**src/ums_pkg.sv**
```systemverilog
/*
 * constants for the modem-status and scratch-pad block of the two serial ports.
 * assumes a byte-wide i/o space with 16-bit addresses, no other bus.
 */
`default_nettype none

package ums_pkg;

    // ------------------------------------------------------------
    // widths
    // ------------------------------------------------------------
    localparam int IO_ADDR_W = 16;
    localparam int DATA_W = 8;
    localparam int LINES = 4;
    localparam int PORTS = 2;

    // ------------------------------------------------------------
    // i/o addresses, index 0 is port 1, index 1 is port 2
    // ------------------------------------------------------------
    localparam logic [IO_ADDR_W-1:0] PORT2_MODEM_LINE_STATUS_ADDR = 16'h02fe;
    localparam logic [IO_ADDR_W-1:0] PORT2_SCRATCH_PAD_ADDR = 16'h02ff;
    localparam logic [IO_ADDR_W-1:0] PORT1_MODEM_LINE_STATUS_ADDR = 16'h03fe;
    localparam logic [IO_ADDR_W-1:0] PORT1_SCRATCH_PAD_ADDR = 16'h03ff;

    // ------------------------------------------------------------
    // modem status layout: live bits in the upper nibble, flags below
    // ------------------------------------------------------------
    localparam int MSR_LIVE_LSB = 4;
    localparam int MSR_FLAG_LSB = 0;
    // line index inside a nibble
    localparam int LINE_CARRIER = 3;
    localparam int LINE_RING = 2;
    localparam int LINE_SET_READY = 1;
    localparam int LINE_CLEAR_SEND = 0;

    // ------------------------------------------------------------
    // reset values
    // ------------------------------------------------------------
    localparam logic [LINES-1:0] PIN_IDLE_N = 4'hf;
    localparam logic [LINES-1:0] FLAGS_RESET = 4'h0;
    localparam logic [DATA_W-1:0] SCRATCH_RESET = 8'h00;
    localparam logic [DATA_W-1:0] UNMAPPED_READ = 8'h00;

endpackage

`default_nettype wire

```
**src/ums_sync4.sv**
```systemverilog
/*
 * two-flop synchroniser for the four modem control pins of one port.
 * assumes the pins are asynchronous to clock; idle level is high.
 */
`timescale 1ns/1ps
`default_nettype none

module ums_sync4 (
    input wire logic clock,
    input wire logic rst,
    input wire logic [ums_pkg::LINES-1:0] pins_n,
    output logic [ums_pkg::LINES-1:0] synced_n
);
    import ums_pkg::*;

    typedef struct packed {
        logic [LINES-1:0] stage1;
        logic [LINES-1:0] stage2;
    } ums_sync_state_t;

    ums_sync_state_t state_reg;
    ums_sync_state_t state_next;

    // ------------------------------------------------------------
    // next state
    // ------------------------------------------------------------
    // first stage feeds only the second stage
    always_comb begin
        state_next = state_reg;
        state_next.stage1 = pins_n;
        state_next.stage2 = state_reg.stage1;
    end

    // ------------------------------------------------------------
    // registers
    // ------------------------------------------------------------
    // idle high so no false change is seen after reset
    always_ff @(posedge clock or posedge rst) begin
        if (rst) begin
            state_reg <= {PIN_IDLE_N, PIN_IDLE_N};
        end else begin
            state_reg <= state_next;
        end
    end

    assign synced_n = state_reg.stage2;

endmodule

`default_nettype wire

```
**src/ums_top.sv**
```systemverilog
/*
 * modem-status and scratch-pad registers of two serial ports.
 * assumes the rest of the uart supplies loopback, modem-control and
 * interrupt-enable bits as levels, and accesses come as one-cycle strobes.
 */
// What this block does
// - live status bits are inverted input pins
// - status: carrier7 ring6 ready5 cts4, flags 3-0
// - loopback: carrier bit follows aux output two
// - loopback: ring bit follows aux output one
// - loopback: set-ready bit follows dtr control
// - loopback: clear-to-send bit follows rts control
// - carrier change flag on either edge
// - ring flag only on active-to-inactive edge
// - set-ready change flag on any change
// - clear-to-send change flag on any change
// - any flag raises interrupt when enabled
// - status read clears flags and interrupt; a change in the read cycle still sets its flag
// - 8-bit read/write scratch register
`timescale 1ns/1ps
`default_nettype none

module ums_top (
    input wire logic clock,
    input wire logic rst,
    // i/o access, one-cycle strobes
    input wire logic [ums_pkg::IO_ADDR_W-1:0] io_addr,
    input wire logic io_rd,
    input wire logic io_wr,
    input wire logic [ums_pkg::DATA_W-1:0] io_wdata,
    output logic [ums_pkg::DATA_W-1:0] io_rdata,
    output logic io_rd_ack,
    // modem pins, index 0 port 1, index 1 port 2
    input wire logic [ums_pkg::PORTS-1:0] carrier_detect_pin_n,
    input wire logic [ums_pkg::PORTS-1:0] ring_pin_n,
    input wire logic [ums_pkg::PORTS-1:0] set_ready_pin_n,
    input wire logic [ums_pkg::PORTS-1:0] clear_send_pin_n,
    // modem control and interrupt enable bits from the uart core
    input wire logic [ums_pkg::PORTS-1:0] loopback_mode,
    input wire logic [ums_pkg::PORTS-1:0] aux_output_one,
    input wire logic [ums_pkg::PORTS-1:0] aux_output_two,
    input wire logic [ums_pkg::PORTS-1:0] dtr_ctrl,
    input wire logic [ums_pkg::PORTS-1:0] rts_ctrl,
    input wire logic [ums_pkg::PORTS-1:0] modem_irq_enable,
    output logic [ums_pkg::PORTS-1:0] modem_status_irq
);
    import ums_pkg::*;

    // ------------------------------------------------------------
    // state
    // ------------------------------------------------------------
    typedef struct packed {
        logic [LINES-1:0] prev;
        logic primed;
        logic [LINES-1:0] flags;
        logic [DATA_W-1:0] scratch;
        logic irq;
    } ums_port_t;

    typedef struct packed {
        ums_port_t [PORTS-1:0] port;
        logic [DATA_W-1:0] rdata;
        logic rd_ack;
    } ums_state_t;

    ums_state_t state_reg;
    ums_state_t state_next;

    logic [LINES-1:0] synced_n [PORTS];
    logic [LINES-1:0] live [PORTS];
    logic [LINES-1:0] change [PORTS];
    logic [LINES-1:0] set_flags [PORTS];
    logic [LINES-1:0] loop_src [PORTS];
    logic [PORTS-1:0] hit_status;
    logic [PORTS-1:0] hit_scratch;

    // ------------------------------------------------------------
    // pin synchronisers
    // ------------------------------------------------------------
    genvar g;
    generate
        for (g = 0; g < PORTS; g++) begin : gen_sync
            ums_sync4 u_sync (
                .clock(clock),
                .rst(rst),
                .pins_n({carrier_detect_pin_n[g], ring_pin_n[g], set_ready_pin_n[g], clear_send_pin_n[g]}),
                .synced_n(synced_n[g])
            );
        end
    endgenerate

    // ------------------------------------------------------------
    // address decode
    // ------------------------------------------------------------
    always_comb begin
        hit_status[0] = (io_addr == PORT1_MODEM_LINE_STATUS_ADDR);
        hit_status[1] = (io_addr == PORT2_MODEM_LINE_STATUS_ADDR);
        hit_scratch[0] = (io_addr == PORT1_SCRATCH_PAD_ADDR);
        hit_scratch[1] = (io_addr == PORT2_SCRATCH_PAD_ADDR);
    end

    // ------------------------------------------------------------
    // next state
    // ------------------------------------------------------------
    always_comb begin
        state_next = state_reg;
        state_next.rd_ack = 1'b0;
        for (int p = 0; p < PORTS; p++) begin
            // loopback sources, aux two
            // to carrier, aux one to ring
            loop_src[p][LINE_CARRIER] = aux_output_two[p];
            loop_src[p][LINE_RING] = aux_output_one[p];
            // dtr to ready
            // rts to clear-to-send
            loop_src[p][LINE_SET_READY] = dtr_ctrl[p];
            loop_src[p][LINE_CLEAR_SEND] = rts_ctrl[p];
            live[p] = loopback_mode[p] ? loop_src[p] : ~synced_n[p];

            // first cycle after reset only primes, avoiding a false change
            change[p] = state_reg.port[p].primed ? (live[p] ^ state_reg.port[p].prev) : FLAGS_RESET;
            set_flags[p][LINE_CARRIER] = change[p][LINE_CARRIER];
            set_flags[p][LINE_RING] = change[p][LINE_RING] & state_reg.port[p].prev[LINE_RING];
            set_flags[p][LINE_SET_READY] = change[p][LINE_SET_READY];
            set_flags[p][LINE_CLEAR_SEND] = change[p][LINE_CLEAR_SEND];

            state_next.port[p].prev = live[p];
            state_next.port[p].primed = 1'b1;

            if (io_rd && hit_status[p]) begin
                state_next.port[p].flags = set_flags[p];
            end else begin
                state_next.port[p].flags = state_reg.port[p].flags | set_flags[p];
            end

            state_next.port[p].irq = modem_irq_enable[p] & (|state_next.port[p].flags);

            if (io_wr && hit_scratch[p]) begin
                state_next.port[p].scratch = io_wdata;
            end
        end

        // status reads are write-protected; writes there are dropped
        if (io_rd) begin
            state_next.rd_ack = 1'b1;
            state_next.rdata = UNMAPPED_READ;
            for (int p = 0; p < PORTS; p++) begin
                if (hit_status[p]) begin
                    state_next.rdata = {live[p], state_reg.port[p].flags};
                end
                if (hit_scratch[p]) begin
                    state_next.rdata = state_reg.port[p].scratch;
                end
            end
        end
    end

    // ------------------------------------------------------------
    // registers
    // ------------------------------------------------------------
    always_ff @(posedge clock or posedge rst) begin
        if (rst) begin
            for (int p = 0; p < PORTS; p++) begin
                state_reg.port[p].prev <= FLAGS_RESET;
                state_reg.port[p].primed <= 1'b0;
                state_reg.port[p].flags <= FLAGS_RESET;
                state_reg.port[p].scratch <= SCRATCH_RESET;
                state_reg.port[p].irq <= 1'b0;
            end
            state_reg.rdata <= UNMAPPED_READ;
            state_reg.rd_ack <= 1'b0;
        end else begin
            state_reg <= state_next;
        end
    end

    // ------------------------------------------------------------
    // outputs
    // ------------------------------------------------------------
    assign io_rdata = state_reg.rdata;
    assign io_rd_ack = state_reg.rd_ack;
    always_comb begin
        for (int p = 0; p < PORTS; p++) begin
            modem_status_irq[p] = state_reg.port[p].irq;
        end
    end

endmodule

`default_nettype wire

```
**config.mk**
```make
export PLATFORM = sky130hd
export DESIGN_NAME = ums_top
export DESIGN_NICKNAME = d
export VERILOG_FILES = /design/src/ums_pkg.sv /design/src/ums_sync4.sv /design/src/ums_top.sv
export SDC_FILE = /design/constraint.sdc
export NUM_CORES = 1
export LEC_CHECK = 0
export ABC_AREA = 1
export BUFFER_PORTS_ARGS = -buffer_cell sky130_fd_sc_hd__buf_2
export CORE_MARGIN = 2
export CORE_UTILIZATION = 40
export DETAILED_ROUTE_END_ITERATION = 8
export PLACE_DENSITY_LB_ADDON = 0.2
export SLEW_MARGIN = 20
export SYNTH_ARGS = -nofsm -noshare
export SYNTH_HDL_FRONTEND = slang
export SYNTH_SLANG_ARGS = --single-unit
```
**constraint.sdc**
```tcl
create_clock -name clock -period 4.1 [get_ports clock]
set_input_delay 0 -clock clock [delete_from_list [all_inputs] [get_ports clock]]
set_output_delay 0 -clock clock [all_outputs]
set_load 0.1 [all_outputs]
```
After elaboration in Yosys (flattened, before gate mapping). Cells that the tools add are included.

Bits in registers: 60. Latch bits: 0. RAM bits: 0. Memory bits (read-only): 0. Input port bits: 48. Output and inout port bits: 11. Word-level logic and storage cells: 46. Memories kept: 0.

Add/subtract/negate cells: 0. Multiply operators: 0. Divide/modulo/power cells: 0. $lt $le $gt $ge: 0. Equal/unequal tests: 4. Shift operators: 0. Multiplexer cells: 11. Bitwise gates (word level): 10. Reduce and logical (&&, ||, !) cells: 6.

Operators by type and width (count): 16-bit by 10-bit equality test with 1-bit output, second input constant (4); 8-bit two-way mux (4); 4-bit two-way mux (6); 4-bit inverter (2); 4-bit bitwise OR (2); 4-bit OR reduction (2); 4-bit bitwise XOR (2); 1-bit bitwise AND (4); 1-bit logical AND (4); 1-bit two-way mux (1).

Depth between registers and ports, before layout. Gate-level depths: netlist (run 1).

Word-level depth: 9. Depth in mapped cells: 10. Gate-level depth less buffers: 10.

Cells and area by module. A second synthesis (run 1) with hierarchy kept.

Cells, all modules: 281. Area, all modules: 2573.7 um^2.

By module, submodules not included: ums_top (times used 1, cells each 263, area an instance 2145.8 um^2, sequential area each 1101.1 um^2); ums_sync4 (times used 2, cells each 9, area an instance 214.0 um^2, sequential area each 210.2 um^2).

Worst setup path after synthesis (run 1). OpenSTA, ideal clock, no wires.

Path type: flip-flop to flip-flop. Start: reg gen_sync[0].u_sync.state_reg, in the netlist gen_sync[0].u_sync.synced_n[1]. End: reg state_reg, in the netlist modem_status_irq[0]. Library setup time: 0.127 ns. Arrival: 1.157 ns. Data required time: 3.973 ns. Setup slack: 2.815 ns. Cell stages (with the launch flop): 7. Buffers on the path: 0. Clock period less this slack: 1.285 ns. Cells stage by stage: dfstp_2 -> o21ai_0 -> or2_2 -> nand3_1 -> nand2_1 -> nor2_1 -> a21boi_0.

RTL lines: start: declaration (line ums_sync4.sv:21) `ums_sync_state_t state_reg;`; start signal: assignment (line ums_sync4.sv:40) `state_reg <= {PIN_IDLE_N, PIN_IDLE_N};`; start signal: assignment (line ums_sync4.sv:42) `state_reg <= state_next;`; end signal: assignment (line ums_top.sv:172) `state_reg <= state_next;`; end: declaration (line ums_top.sv:66) `ums_state_t state_reg;`.

==> implementation parameters, run 1 <==
Parameter                              Value

Run status
  Outcome    complete, no violations

Place
  Gpl congestion    0.888
  Detailed-placement wirelength estimate    3910 microns
  Pre-CTS WS    2.66 ns
  Buffers on Ports    58

Critical path
  Path depth of the worst reg2reg path    6
  Setup slack of the worst register-to-register path    2.67 ns
  WP data required    4.31 ns
  Peak fanout along the critical path    4
  Reg-to-Reg End    modem_status_irq[0]
  Source of the worst register-to-register timing path    gen_sync[0].u_sync.synced_n[1]
  Setup crit end kind    flop
  Kind of launch point of the worst setup path    flop
  Arrival time reported for the critical path endpoint    1.64 ns
  Critical path start-end classification    reg2reg

Route
  Wirelength per Cell    11.7 microns
  DR pass1 iterations    4
  Number of vias in the routed layout    2,024
  DRC errors left    0
  Number of vias per cell    4.50
  Post-detailed-routing wire length    5270 microns
  DR iter-0 viols    109
  Residual antenna-violating net count after detailed routing    0

Synth
  Cells after synthesis    290
  Number of storage elements in the synthesis netlist    60
  Syn Area/Cell    9.21 sq um
  Count of distinct cell types in the synthesized netlist    30
  Share of synthesized area occupied by flip-flops and latches    57.0%
  Synth Cell Area    2670 sq um
  Yosys synthesis warning count    0
  Syn nets    338

Final layout
  Net total in the final layout    416
  Number of flip-flops under the largest register name    33
  Area growth, synth to finish    27.0%
  Diode insertion count for antenna repair    0
  Share of layout cells above drive strength 1    29.0%
  Number of filler cells placed in the layout    608

Clock network
  Number of buffers on the longest clock path    2
  CTS-repair resized insts    0
  Insertion delay to the later sink of the worst-skew pair    0.33 ns
  Number of CTS-inserted buffers    9
  Clock transition time at the flip-flop clock pins of the worst setup and hold paths    0.07 ns
  Clock tree root driver cell    sky130_fd_sc_hd__clkbuf_8
  Clock sink count    60
  Clock tree from TritonCTS    built
  Maximum level of the CTS H-tree    3

Timing
  Count of endpoints failing hold in the final timing report    0
  Setup skew after layout    0.00760 ns
  Maximum frequency from static timing analysis    697 MHz
  Worst slew pin tran    0.727 ns
  Setup TNS after final layout    0 ns
  Setup repair after global routing missed its margin    no
  Number of setup violations in the final report    0
  Rel. slew slack    51.5%
  Final worst slack    2.67 ns
  Worst hold margin    0.00280 ns
  Slew Viols, Final    0
  Min Clock Period, post-route    1.43 ns
  Fraction of the cycle the final worst path needs    35.0%

Global routing
  GR Util All Layers    15.8%
  GR Util met2    25.1%
  Busiest layer in global routing    met2
  Total congestion overflow after global routing    0
  Vias in the first global route    2,031
  Met1 layer usage reported by global route    20.0%
  Maximum number of pins on one net before global-route repair    61
  Wire length of the first global-routing pass    8850 microns
  Antenna violations before repair    0
  Met3 GRT Util    4.52%

Floorplan
  Die height    85.7 microns
  Die Width    85.7 microns
  I/O Pins    59
  Total number of placement rows    29
  Initial standard-cell utilization of the core    41.8%
  Die outline area    7340 sq um
  Placeable core region    6390 sq um

Min path
  Terminating pin of the worst hold path    state_reg[44]
  Min-delay worst type    in2reg
  Worst min-delay path startpoint    aux_output_two[1]
  Instance count along the most critical hold path    3

Pwr
  Internal Power    1.02 mW
  Max rail drop VDD    235 uV
  Seq pwr share    47.9%
  Switching power summed over all nets    0.278 mW
  Logic pwr share    7.6%
  Net switching fraction of the power    21.5%
  Leakage Power    1.80 nW
  Power per unit of standard cell area    381 nW/um^2
  Part of the power in the clock network    44.4%
  Power after layout    1.29 mW

Flow run
  Number of maximum-capacitance constraint violations    0
routing by layer:
layer,share of wire [%],wire length [microns]
met1,48,2530
met2,46,2420
met3,4.9,258
met4,1.2,62
met5,0,0
placed cells by master (no fill, tap or decap):
cell type and instances:
sky130_fd_sc_hd__nand3b_1 1, sky130_fd_sc_hd__nand2_1 89, sky130_fd_sc_hd__nand2_4 2, sky130_fd_sc_hd__nor2_2 1, sky130_fd_sc_hd__dfstp_2 16, sky130_fd_sc_hd__buf_2 58, sky130_fd_sc_hd__nand3_1 15, sky130_fd_sc_hd__o21a_1 5
sky130_fd_sc_hd__bufinv_16 2, sky130_fd_sc_hd__and2_1 1, sky130_fd_sc_hd__nor2_4 1, sky130_fd_sc_hd__o21ai_2 7, sky130_fd_sc_hd__nor2_8 1, sky130_fd_sc_hd__clkbuf_1 2, sky130_fd_sc_hd__clkinvlp_4 1, sky130_fd_sc_hd__nand3_4 1
sky130_fd_sc_hd__inv_2 2, sky130_fd_sc_hd__a21oi_1 1, sky130_fd_sc_hd__or2_2 1, sky130_fd_sc_hd__o21ai_0 25, sky130_fd_sc_hd__conb_1 1, sky130_fd_sc_hd__nand2_2 2, sky130_fd_sc_hd__nand4_1 1, sky130_fd_sc_hd__clkbuf_8 10
sky130_fd_sc_hd__dlygate4sd3_1 23, sky130_fd_sc_hd__dfrtp_1 44, sky130_fd_sc_hd__inv_1 32, sky130_fd_sc_hd__buf_4 1, sky130_fd_sc_hd__o21ai_1 11, sky130_fd_sc_hd__nor2_1 9, sky130_fd_sc_hd__nor3_4 1, sky130_fd_sc_hd__a21boi_0 5
sky130_fd_sc_hd__clkinv_2 1
per-stage QoR:
stage	cells	util [%]	cell area (sq um)
after global routing	450	53.1	3390
after global placement	411	46.1	2940
after floorplan	290	-	2670
after detailed placement	411	46.1	2940
final	450	53.1	3390
after CTS	450	53.1	3390
power groups by stage:
stage          Clock, mW  Combinational [mW]  Sequential, mW
3_3_place_gp           0              0.0829           0.630
3_5_place_dp           0              0.0840           0.631
6_report           0.575              0.0987           0.620
5_1_grt            0.615               0.112           0.622
4_1_cts            0.594               0.101           0.620
2_1_floorplan          0              0.0454           0.633
what timing repair did:
action	CTS	global route
endpoints found under the hold margin	73	0
setup buffers	0	0
hold buffers	23	0
Yosys cell counts:
master	instances	area share, %
sky130_fd_sc_hd__nand2_1	89	13
sky130_fd_sc_hd__dfrtp_1	44	41
sky130_fd_sc_hd__inv_1	33	4.6
sky130_fd_sc_hd__o21ai_0	25	4.7
sky130_fd_sc_hd__dfstp_2	16	16
sky130_fd_sc_hd__nand3_1	15	2.8
sky130_fd_sc_hd__o21ai_1	11	2.1
sky130_fd_sc_hd__buf_4	10	2.8
sky130_fd_sc_hd__nor2_1	9	1.3
sky130_fd_sc_hd__o21ai_2	7	2.3
sky130_fd_sc_hd__a21boi_0	5	1.4
sky130_fd_sc_hd__o21a_1	5	1.4
sky130_fd_sc_hd__buf_2	2	0.37
sky130_fd_sc_hd__nand2_2	2	0.47
sky130_fd_sc_hd__nand2_4	2	0.84
sky130_fd_sc_hd__a21oi_1	1	0.19
sky130_fd_sc_hd__and2_1	1	0.23
sky130_fd_sc_hd__buf_12	1	0.75
sky130_fd_sc_hd__buf_6	1	0.42
sky130_fd_sc_hd__clkbuf_1	1	0.14
sky130_fd_sc_hd__conb_1	1	0.14
sky130_fd_sc_hd__inv_2	1	0.14
sky130_fd_sc_hd__nand3_4	1	0.66
sky130_fd_sc_hd__nand3b_1	1	0.28
sky130_fd_sc_hd__nand4_1	1	0.23
sky130_fd_sc_hd__nor2_2	1	0.23
sky130_fd_sc_hd__nor2_4	1	0.42
sky130_fd_sc_hd__nor2_8	1	0.75
sky130_fd_sc_hd__nor3_4	1	0.61
sky130_fd_sc_hd__or2_2	1	0.23
worst max-delay path, stage by stage, from the launching register on:
cell and delay (ns):
sky130_fd_sc_hd__dfstp_2 0.51, sky130_fd_sc_hd__o21ai_0 0.16, sky130_fd_sc_hd__or2_2 0.31, sky130_fd_sc_hd__nand3_1 0.07
sky130_fd_sc_hd__nand2_1 0.08, sky130_fd_sc_hd__nor2_1 0.08, sky130_fd_sc_hd__a21boi_0 0.09
final cells by class:
type / count / area [sq um] / share of cell area [%]
Clock inverter: 4 / 72.6 / 2.14
Timing Repair Buffer: 82 / 528 / 15.6
Sequential cell: 60 / 1520 / 44.9
Tap cell: 77 / 96.3 / 2.84
Inverter: 34 / 128 / 3.76
Clock buffer: 12 / 145 / 4.28
Multi-Input combinational cell: 181 / 901 / 26.6
logic make-up after synthesis:
kind of cell | after synthesis | synth area share (%)
compound gates | 54 | 12.0
buf+inv | 49 | 9.28
flops | 60 | 57.0
other cells | 1 | 0.140
simple gates | 126 | 21.6
worst max-delay path by stage:
stage / start / to / slack [ns] / cells after the start
after floorplan: rst / io_rd_ack / 2.64 / 1
after global placement: gen_sync[0].u_sync.synced_n[1] / modem_status_irq[0] / 2.68 / 6
after detailed placement: gen_sync[0].u_sync.synced_n[1] / modem_status_irq[0] / 2.66 / 6
after CTS: gen_sync[0].u_sync.synced_n[1] / modem_status_irq[0] / 2.64 / 6
after global routing: gen_sync[1].u_sync.synced_n[3] / modem_status_irq[1] / 2.53 / 6
final: gen_sync[0].u_sync.synced_n[1] / modem_status_irq[0] / 2.67 / 6
Power figures use the tool's default switching activity.
==> inputs of run 2 (changes only) <==
==> constraint.sdc (replaced) <==
create_clock -name clock -period 1.45 [get_ports clock]
set_input_delay 0 -clock clock [delete_from_list [all_inputs] [get_ports clock]]
set_output_delay 0 -clock clock [all_outputs]
set_load 0.1 [all_outputs]
==> run 2 against run 1 <==
  * The flow now finishes with violations (negative hold slack)
  * Setup slack got worse by 2.6 ns
  * Clock-buffer cell count decreased by 2
  * Cell count is 2.4% higher
  * Sequential share of layout area shrank 1.4 points
  * Core utilization up 1.8 points
  * Flip-flop and latch count unchanged
  * Cell area increased by 3.3%
  * Largest power group unchanged
==> implementation parameters, run 2 (synthesized netlist as in run 1, its figures left out) <==
Parameter                              Value

Run status
  Outcome    complete, but fails checks
  Violated checks    negative hold slack

Clock network
  Maximum level of the CTS H-tree    3
  Clock sink count    60
  Clock tree from TritonCTS    built
  Post-CTS Repair Setup Buffers    0
  Insertion delay to the later sink of the worst-skew pair    0.35 ns
  Clock transition time at the flip-flop clock pins of the worst setup and hold paths    0.07 ns
  Clock tree root driver cell    sky130_fd_sc_hd__clkbuf_8
  Number of CTS-inserted buffers    9
  Number of buffers on the longest clock path    2

Pwr
  Max rail drop VDD    735 uV
  Power per unit of standard cell area    1020 nW/um^2
  Leakage Power    1.84 nW

Timing
  Fraction of the cycle the final worst path needs    92.1%
  Setup skew after layout    0.00859 ns
  Number of setup violations in the final report    0
  Min Clock Period, post-route    1.34 ns
  Setup TNS after final layout    0 ns
  Worst hold margin    -0.000378 ns
  Maximum frequency from static timing analysis    749 MHz
  Slew Viols, Final    0
  Count of endpoints failing hold in the final timing report    1
  Setup repair after global routing missed its margin    no

Route
  DRC errors left    0
  DR iter-0 viols    95
  Number of vias in the routed layout    2,100
  Number of vias per cell    4.56
  Wirelength per Cell    11.8 microns
  Post-detailed-routing wire length    5420 microns
  Residual antenna-violating net count after detailed routing    0
  DR pass1 iterations    4

Final layout
  Area growth, synth to finish    31.3%
  Post-route cell area    3500 sq um
  Leading cell type in the layout, fill and taps excluded    sky130_fd_sc_hd__nand2_1
  Core occupancy in the finished layout    54.9%
  Share of layout cells above drive strength 1    29.7%
  Net total in the final layout    427
  Commonest cells after routing, fill and taps aside    sky130_fd_sc_hd__nand2_1, sky130_fd_sc_hd__buf_2, sky130_fd_sc_hd__dfrtp_1, sky130_fd_sc_hd__inv_1, sky130_fd_sc_hd__dlygate4sd3_1
  Number of flip-flops under the largest register name    33
  Diode insertion count for antenna repair    0

Global routing
  GR Util All Layers    16.8%
  Maximum number of pins on one net before global-route repair    45
  Antenna violations before repair    0
  Vias in the first global route    2,109
  Total congestion overflow after global routing    0
  Wire length of the first global-routing pass    9400 microns

Min path
  Min-delay worst type    in2reg
  Instance count along the most critical hold path    2
  Terminating pin of the worst hold path    state_reg[42]
  Worst min-delay path startpoint    loopback_mode[1]

Critical path
  Largest incremental delay on the critical path    0.52 ns
  Kind of launch point of the worst setup path    flop
  Cell with the biggest individual delay on the critical path    sky130_fd_sc_hd__dfstp_2
  Peak fanout along the critical path    4
  Largest delay share family, worst path    flip-flops
  Setup slack of the worst register-to-register path    0.11 ns
  Reg-to-Reg End    modem_status_irq[0]
  Arrival time reported for the critical path endpoint    1.56 ns
  Path depth of the worst reg2reg path    6
  Worst path bufs/invs    0
  Critical path start-end classification    reg2reg
  WP data required    1.67 ns
  Setup crit end kind    flop
  Series of cell instances along the critical path    o21ai_1, or2_2, nand3_1, nand2_1, nor2_1, a21boi_0
  Source of the worst register-to-register timing path    gen_sync[0].u_sync.synced_n[1]

Floorplan
  Die Width    85.7 microns
  Initial standard-cell utilization of the core    41.8%
  Placeable core region    6390 sq um
  I/O Pins    59
  Total number of placement rows    29
  Die height    85.7 microns
  Die outline area    7340 sq um

Place
  Detailed-placement wirelength estimate    3960 microns
  Buffers on Ports    58
  Gpl congestion    0.839
  Dpl cell area    3000 sq um

Flow run
  Number of maximum-capacitance constraint violations    0
## run 2: how the worst max path moves through the flow
| stage | slack [ns] | endpoint | startpoint | depth (start not counted) |
|---|---|---|---|---|
| 6_report | 0.11 | modem_status_irq[0] | gen_sync[0].u_sync.synced_n[1] | 6 |
| 5_1_grt | 0.005 | modem_status_irq[0] | gen_sync[0].u_sync.synced_n[1] | 6 |
| 4_1_cts | 0.05 | modem_status_irq[0] | gen_sync[0].u_sync.synced_n[1] | 6 |
| 3_5_place_dp | 0.06 | modem_status_irq[0] | gen_sync[0].u_sync.synced_n[1] | 6 |
| 3_3_place_gp | 0.1 | modem_status_irq[0] | gen_sync[0].u_sync.synced_n[1] | 6 |
| 2_1_floorplan | 0.17 | modem_status_irq[0] | gen_sync[0].u_sync.synced_n[1] | 6 |
## run 2: cell type report
type	instances	area, sq um
Fill cell	606	2880
Sequential cell	60	1520
Multi-Input combinational cell	181	901
Timing Repair Buffer	93	653
Clock buffer	10	138
Inverter	34	131
Tap cell	77	96.3
Clock inverter	6	63.8
## run 2: through the flow
step | worst slack (ns) | hold slack, ns | power [mW] | instances
floorplan | 0.165 | 0.00448 | 1.92 | 290
global placement | 0.0981 | 0.00967 | 2.02 | 415
detailed placement | 0.0568 | 0.0140 | 2.03 | 415
CTS | 0.0476 | 0.00563 | 3.61 | 459
global route | 0.00538 | 0.0111 | 3.73 | 461
finish | 0.115 | -0.000378 | 3.56 | 461
## run 2: power by group
group          total (mW)  internal [mW]  leakage (nW)  switching [mW]
Combinational       0.303          0.139          1.04           0.164
Clock                1.50          0.835        0.0983           0.668
Sequential           1.75           1.74         0.700          0.0161
Total                3.56           2.71          1.84           0.848
## run 2: repair_timing
action / CTS / global route
endpoints found under the setup margin: 0 / 2
resized for setup: 0 / 4
hold buffers: 28 / 2
endpoints found under the hold margin: 89 / 3
## run 2: metal layers
layer | GRT usage [%] | vias up | routed length [microns]
met2 | 26.1 | 48 | 2530
met3 | 6.64 | 6 | 317
met1 | 21.2 | 966 | 2490
met5 | 0 | - | 0
met4 | 6.49 | 0 | 76
li1 | - | 1080 | -
==> inputs of run 3 (changes only) <==
--- a/config.mk
+++ b/config.mk
@@ -6,7 +6,7 @@
 export NUM_CORES = 1
 export LEC_CHECK = 0
 export ABC_AREA = 1
-export BUFFER_PORTS_ARGS = -buffer_cell sky130_fd_sc_hd__buf_2
+export BUFFER_PORTS_ARGS = -buffer_cell sky130_fd_sc_hd__buf_4
 export CORE_MARGIN = 2
 export CORE_UTILIZATION = 40
 export DETAILED_ROUTE_END_ITERATION = 8
==> run 3 against run 2 <==
  * The flow now finishes without violations
  * Hold slack improved by 0.024 ns
  * Routed wire length increased by 5.3%
  * Cell area increased by 4.7%
  * Setup slack got worse by 0.0064 ns
  * Core utilization increased by 2.6 points
  * Flip-flop and latch count unchanged
  * Via count increased by 0.67%
  * Clock power increased by 17%
  * Critical path depth unchanged
  * Critical path type unchanged
  * Critical endpoint unchanged
==> implementation parameters, run 3 (synthesized netlist as in run 1, its figures left out) <==
Parameter                              Value

Run status
  Outcome    complete, no violations

Critical path
  Setup slack of the worst register-to-register path    0.11 ns
  Series of cell instances along the critical path    o21ai_1, or2_2, nand3_1, nand2_1, nor2_1, a21boi_0
  Largest delay share family, worst path    simple AND/OR/NAND/NOR gates
  Setup crit end kind    flop
  WP data required    1.67 ns
  Arrival time reported for the critical path endpoint    1.56 ns
  Peak fanout along the critical path    4
  Worst path bufs/invs    0
  Kind of launch point of the worst setup path    flop
  Largest incremental delay on the critical path    0.51 ns
  Critical path start-end classification    reg2reg
  Cell with the biggest individual delay on the critical path    sky130_fd_sc_hd__dfstp_2

Place
  Buffers on Ports    58
  Gpl congestion    0.855
  Detailed-placement wirelength estimate    4060 microns

Timing
  Setup TNS after final layout    0 ns
  Min Clock Period, post-route    1.34 ns
  Setup skew after layout    0.00662 ns
  Setup repair after global routing missed its margin    no
  Fraction of the cycle the final worst path needs    92.5%
  Number of setup violations in the final report    0
  Count of endpoints failing hold in the final timing report    0
  Slew Viols, Final    0
  Maximum frequency from static timing analysis    745 MHz

Route
  Number of vias in the routed layout    2,114
  DRC errors left    0
  DR pass1 iterations    4
  Wirelength per Cell    12.4 microns
  Post-detailed-routing wire length    5710 microns
  Number of vias per cell    4.60
  DR iter-0 viols    76
  Residual antenna-violating net count after detailed routing    0

Clock network
  Clock tree from TritonCTS    built
  Clock sink count    60
  Clock transition time at the flip-flop clock pins of the worst setup and hold paths    0.06 ns
  Number of CTS-inserted buffers    9
  Post-CTS Repair Setup Buffers    0
  Maximum level of the CTS H-tree    3
  Insertion delay to the later sink of the worst-skew pair    0.34 ns
  Clock tree root driver cell    sky130_fd_sc_hd__clkbuf_8
  Number of buffers on the longest clock path    2

Global routing
  Wire length of the first global-routing pass    9500 microns
  Total congestion overflow after global routing    0
  GR Util All Layers    17.1%
  Maximum number of pins on one net before global-route repair    61
  Antenna violations before repair    0
  Vias in the first global route    2,108

Pwr
  Max rail drop VDD    838 uV
  Power per unit of standard cell area    1050 nW/um^2
  Leakage Power    1.90 nW

Floorplan
  Die outline area    7340 sq um
  Total number of placement rows    29
  Die height    85.7 microns
  Die Width    85.7 microns
  Placeable core region    6390 sq um
  Initial standard-cell utilization of the core    41.8%
  I/O Pins    59

Final layout
  Diode insertion count for antenna repair    0
  Number of filler cells placed in the layout    570
  Number of flip-flops under the largest register name    33
  Leading cell type in the layout, fill and taps excluded    sky130_fd_sc_hd__nand2_1
  Commonest cells after routing, fill and taps aside    sky130_fd_sc_hd__nand2_1, sky130_fd_sc_hd__buf_4, sky130_fd_sc_hd__dfrtp_1, sky130_fd_sc_hd__inv_1, sky130_fd_sc_hd__dlygate4sd3_1
  Core occupancy in the finished layout    57.5%
  Share of layout cells above drive strength 1    29.2%
  Net total in the final layout    426
  Area growth, synth to finish    37.4%

Flow run
  Number of maximum-capacitance constraint violations    0

Min path
  Min-delay worst type    in2reg
-- run 3: cell count changes in the layout (fill, tap and decap cells not counted) --
cell	previous run	this run
sky130_fd_sc_hd__clkbuf_8	10	9
sky130_fd_sc_hd__buf_2	58	0
sky130_fd_sc_hd__bufinv_16	1	3
sky130_fd_sc_hd__dlygate4sd3_1	30	29
sky130_fd_sc_hd__clkbuf_1	0	2
sky130_fd_sc_hd__clkinvlp_4	3	1
sky130_fd_sc_hd__buf_4	3	61
sky130_fd_sc_hd__clkinv_4	1	0
-- run 3: worst paths after layout --
kind | from | end | cells past startpoint
setup / recovery | gen_sync[0].u_sync.synced_n[1] | modem_status_irq[0] | 6
hold / removal | aux_output_two[1] | state_reg[44] | 3
setup reg to reg | gen_sync[0].u_sync.synced_n[1] | modem_status_irq[0] | 6
hold reg to reg | gen_sync[1].u_sync.state_next[0] | gen_sync[1].u_sync.synced_n[0] | 0
max in group asynchronous | rst | gen_sync[0].u_sync.synced_n[2] | 4
min in group asynchronous | rst | state_reg[29] | 4
-- run 3: layout make-up --
cell class | instances | area [sq um] | share of cell area (%)
Clock buffer | 11 | 131 | 3.58
Clock inverter | 5 | 100 | 2.73
Inverter | 34 | 131 | 3.58
Multi-Input combinational cell | 181 | 901 | 24.5
Sequential cell | 60 | 1520 | 41.5
Tap cell | 77 | 96.3 | 2.63
Timing Repair Buffer | 92 | 788 | 21.5
-- run 3: through the flow --
step	hold WS [ns]	total power [mW]	setup WS (ns)	instances	instance area, sq um
after detailed placement	0.109	2.07	0.0396	415	3150
after global placement	0.108	2.06	0.106	415	3150
after CTS	0.000140	3.90	0.0152	458	3650
final	0.0236	3.86	0.109	460	3670
after floorplan	0.00448	1.92	0.165	290	2670
after global routing	0.0405	4.01	0.00574	460	3670
-- run 3: layer usage --
metal  track usage [%]  vias to the layer above  wire length (microns)
met5                 0                        -                      0
met4              7.65                        0                    102
met3              5.97                       10                    272
met2              25.9                       54                   2700
met1              22.1                      960                   2630
li1                  -                     1090                      -
-- run 3: timing repair --
| action | CTS | global route |
|---|---|---|
| hold endpoints to repair | 77 | 3 |
| hold buffers | 27 | 2 |
| setup endpoints to repair | 0 | 2 |
| gates resized for setup | 0 | 4 |
-- run 3: where the power goes --
part           switching (mW)  leakage [nW]  internal [mW]
clock network           0.622         0.117           1.14
registers              0.0181         0.700           1.74
logic                   0.168          1.08          0.175
-- run 3: tightest hold or removal path, cell delays in order --
cell and delay, ns:
sky130_fd_sc_hd__buf_4 0.11, sky130_fd_sc_hd__nand2_1 0.06, sky130_fd_sc_hd__o21ai_1 0.13
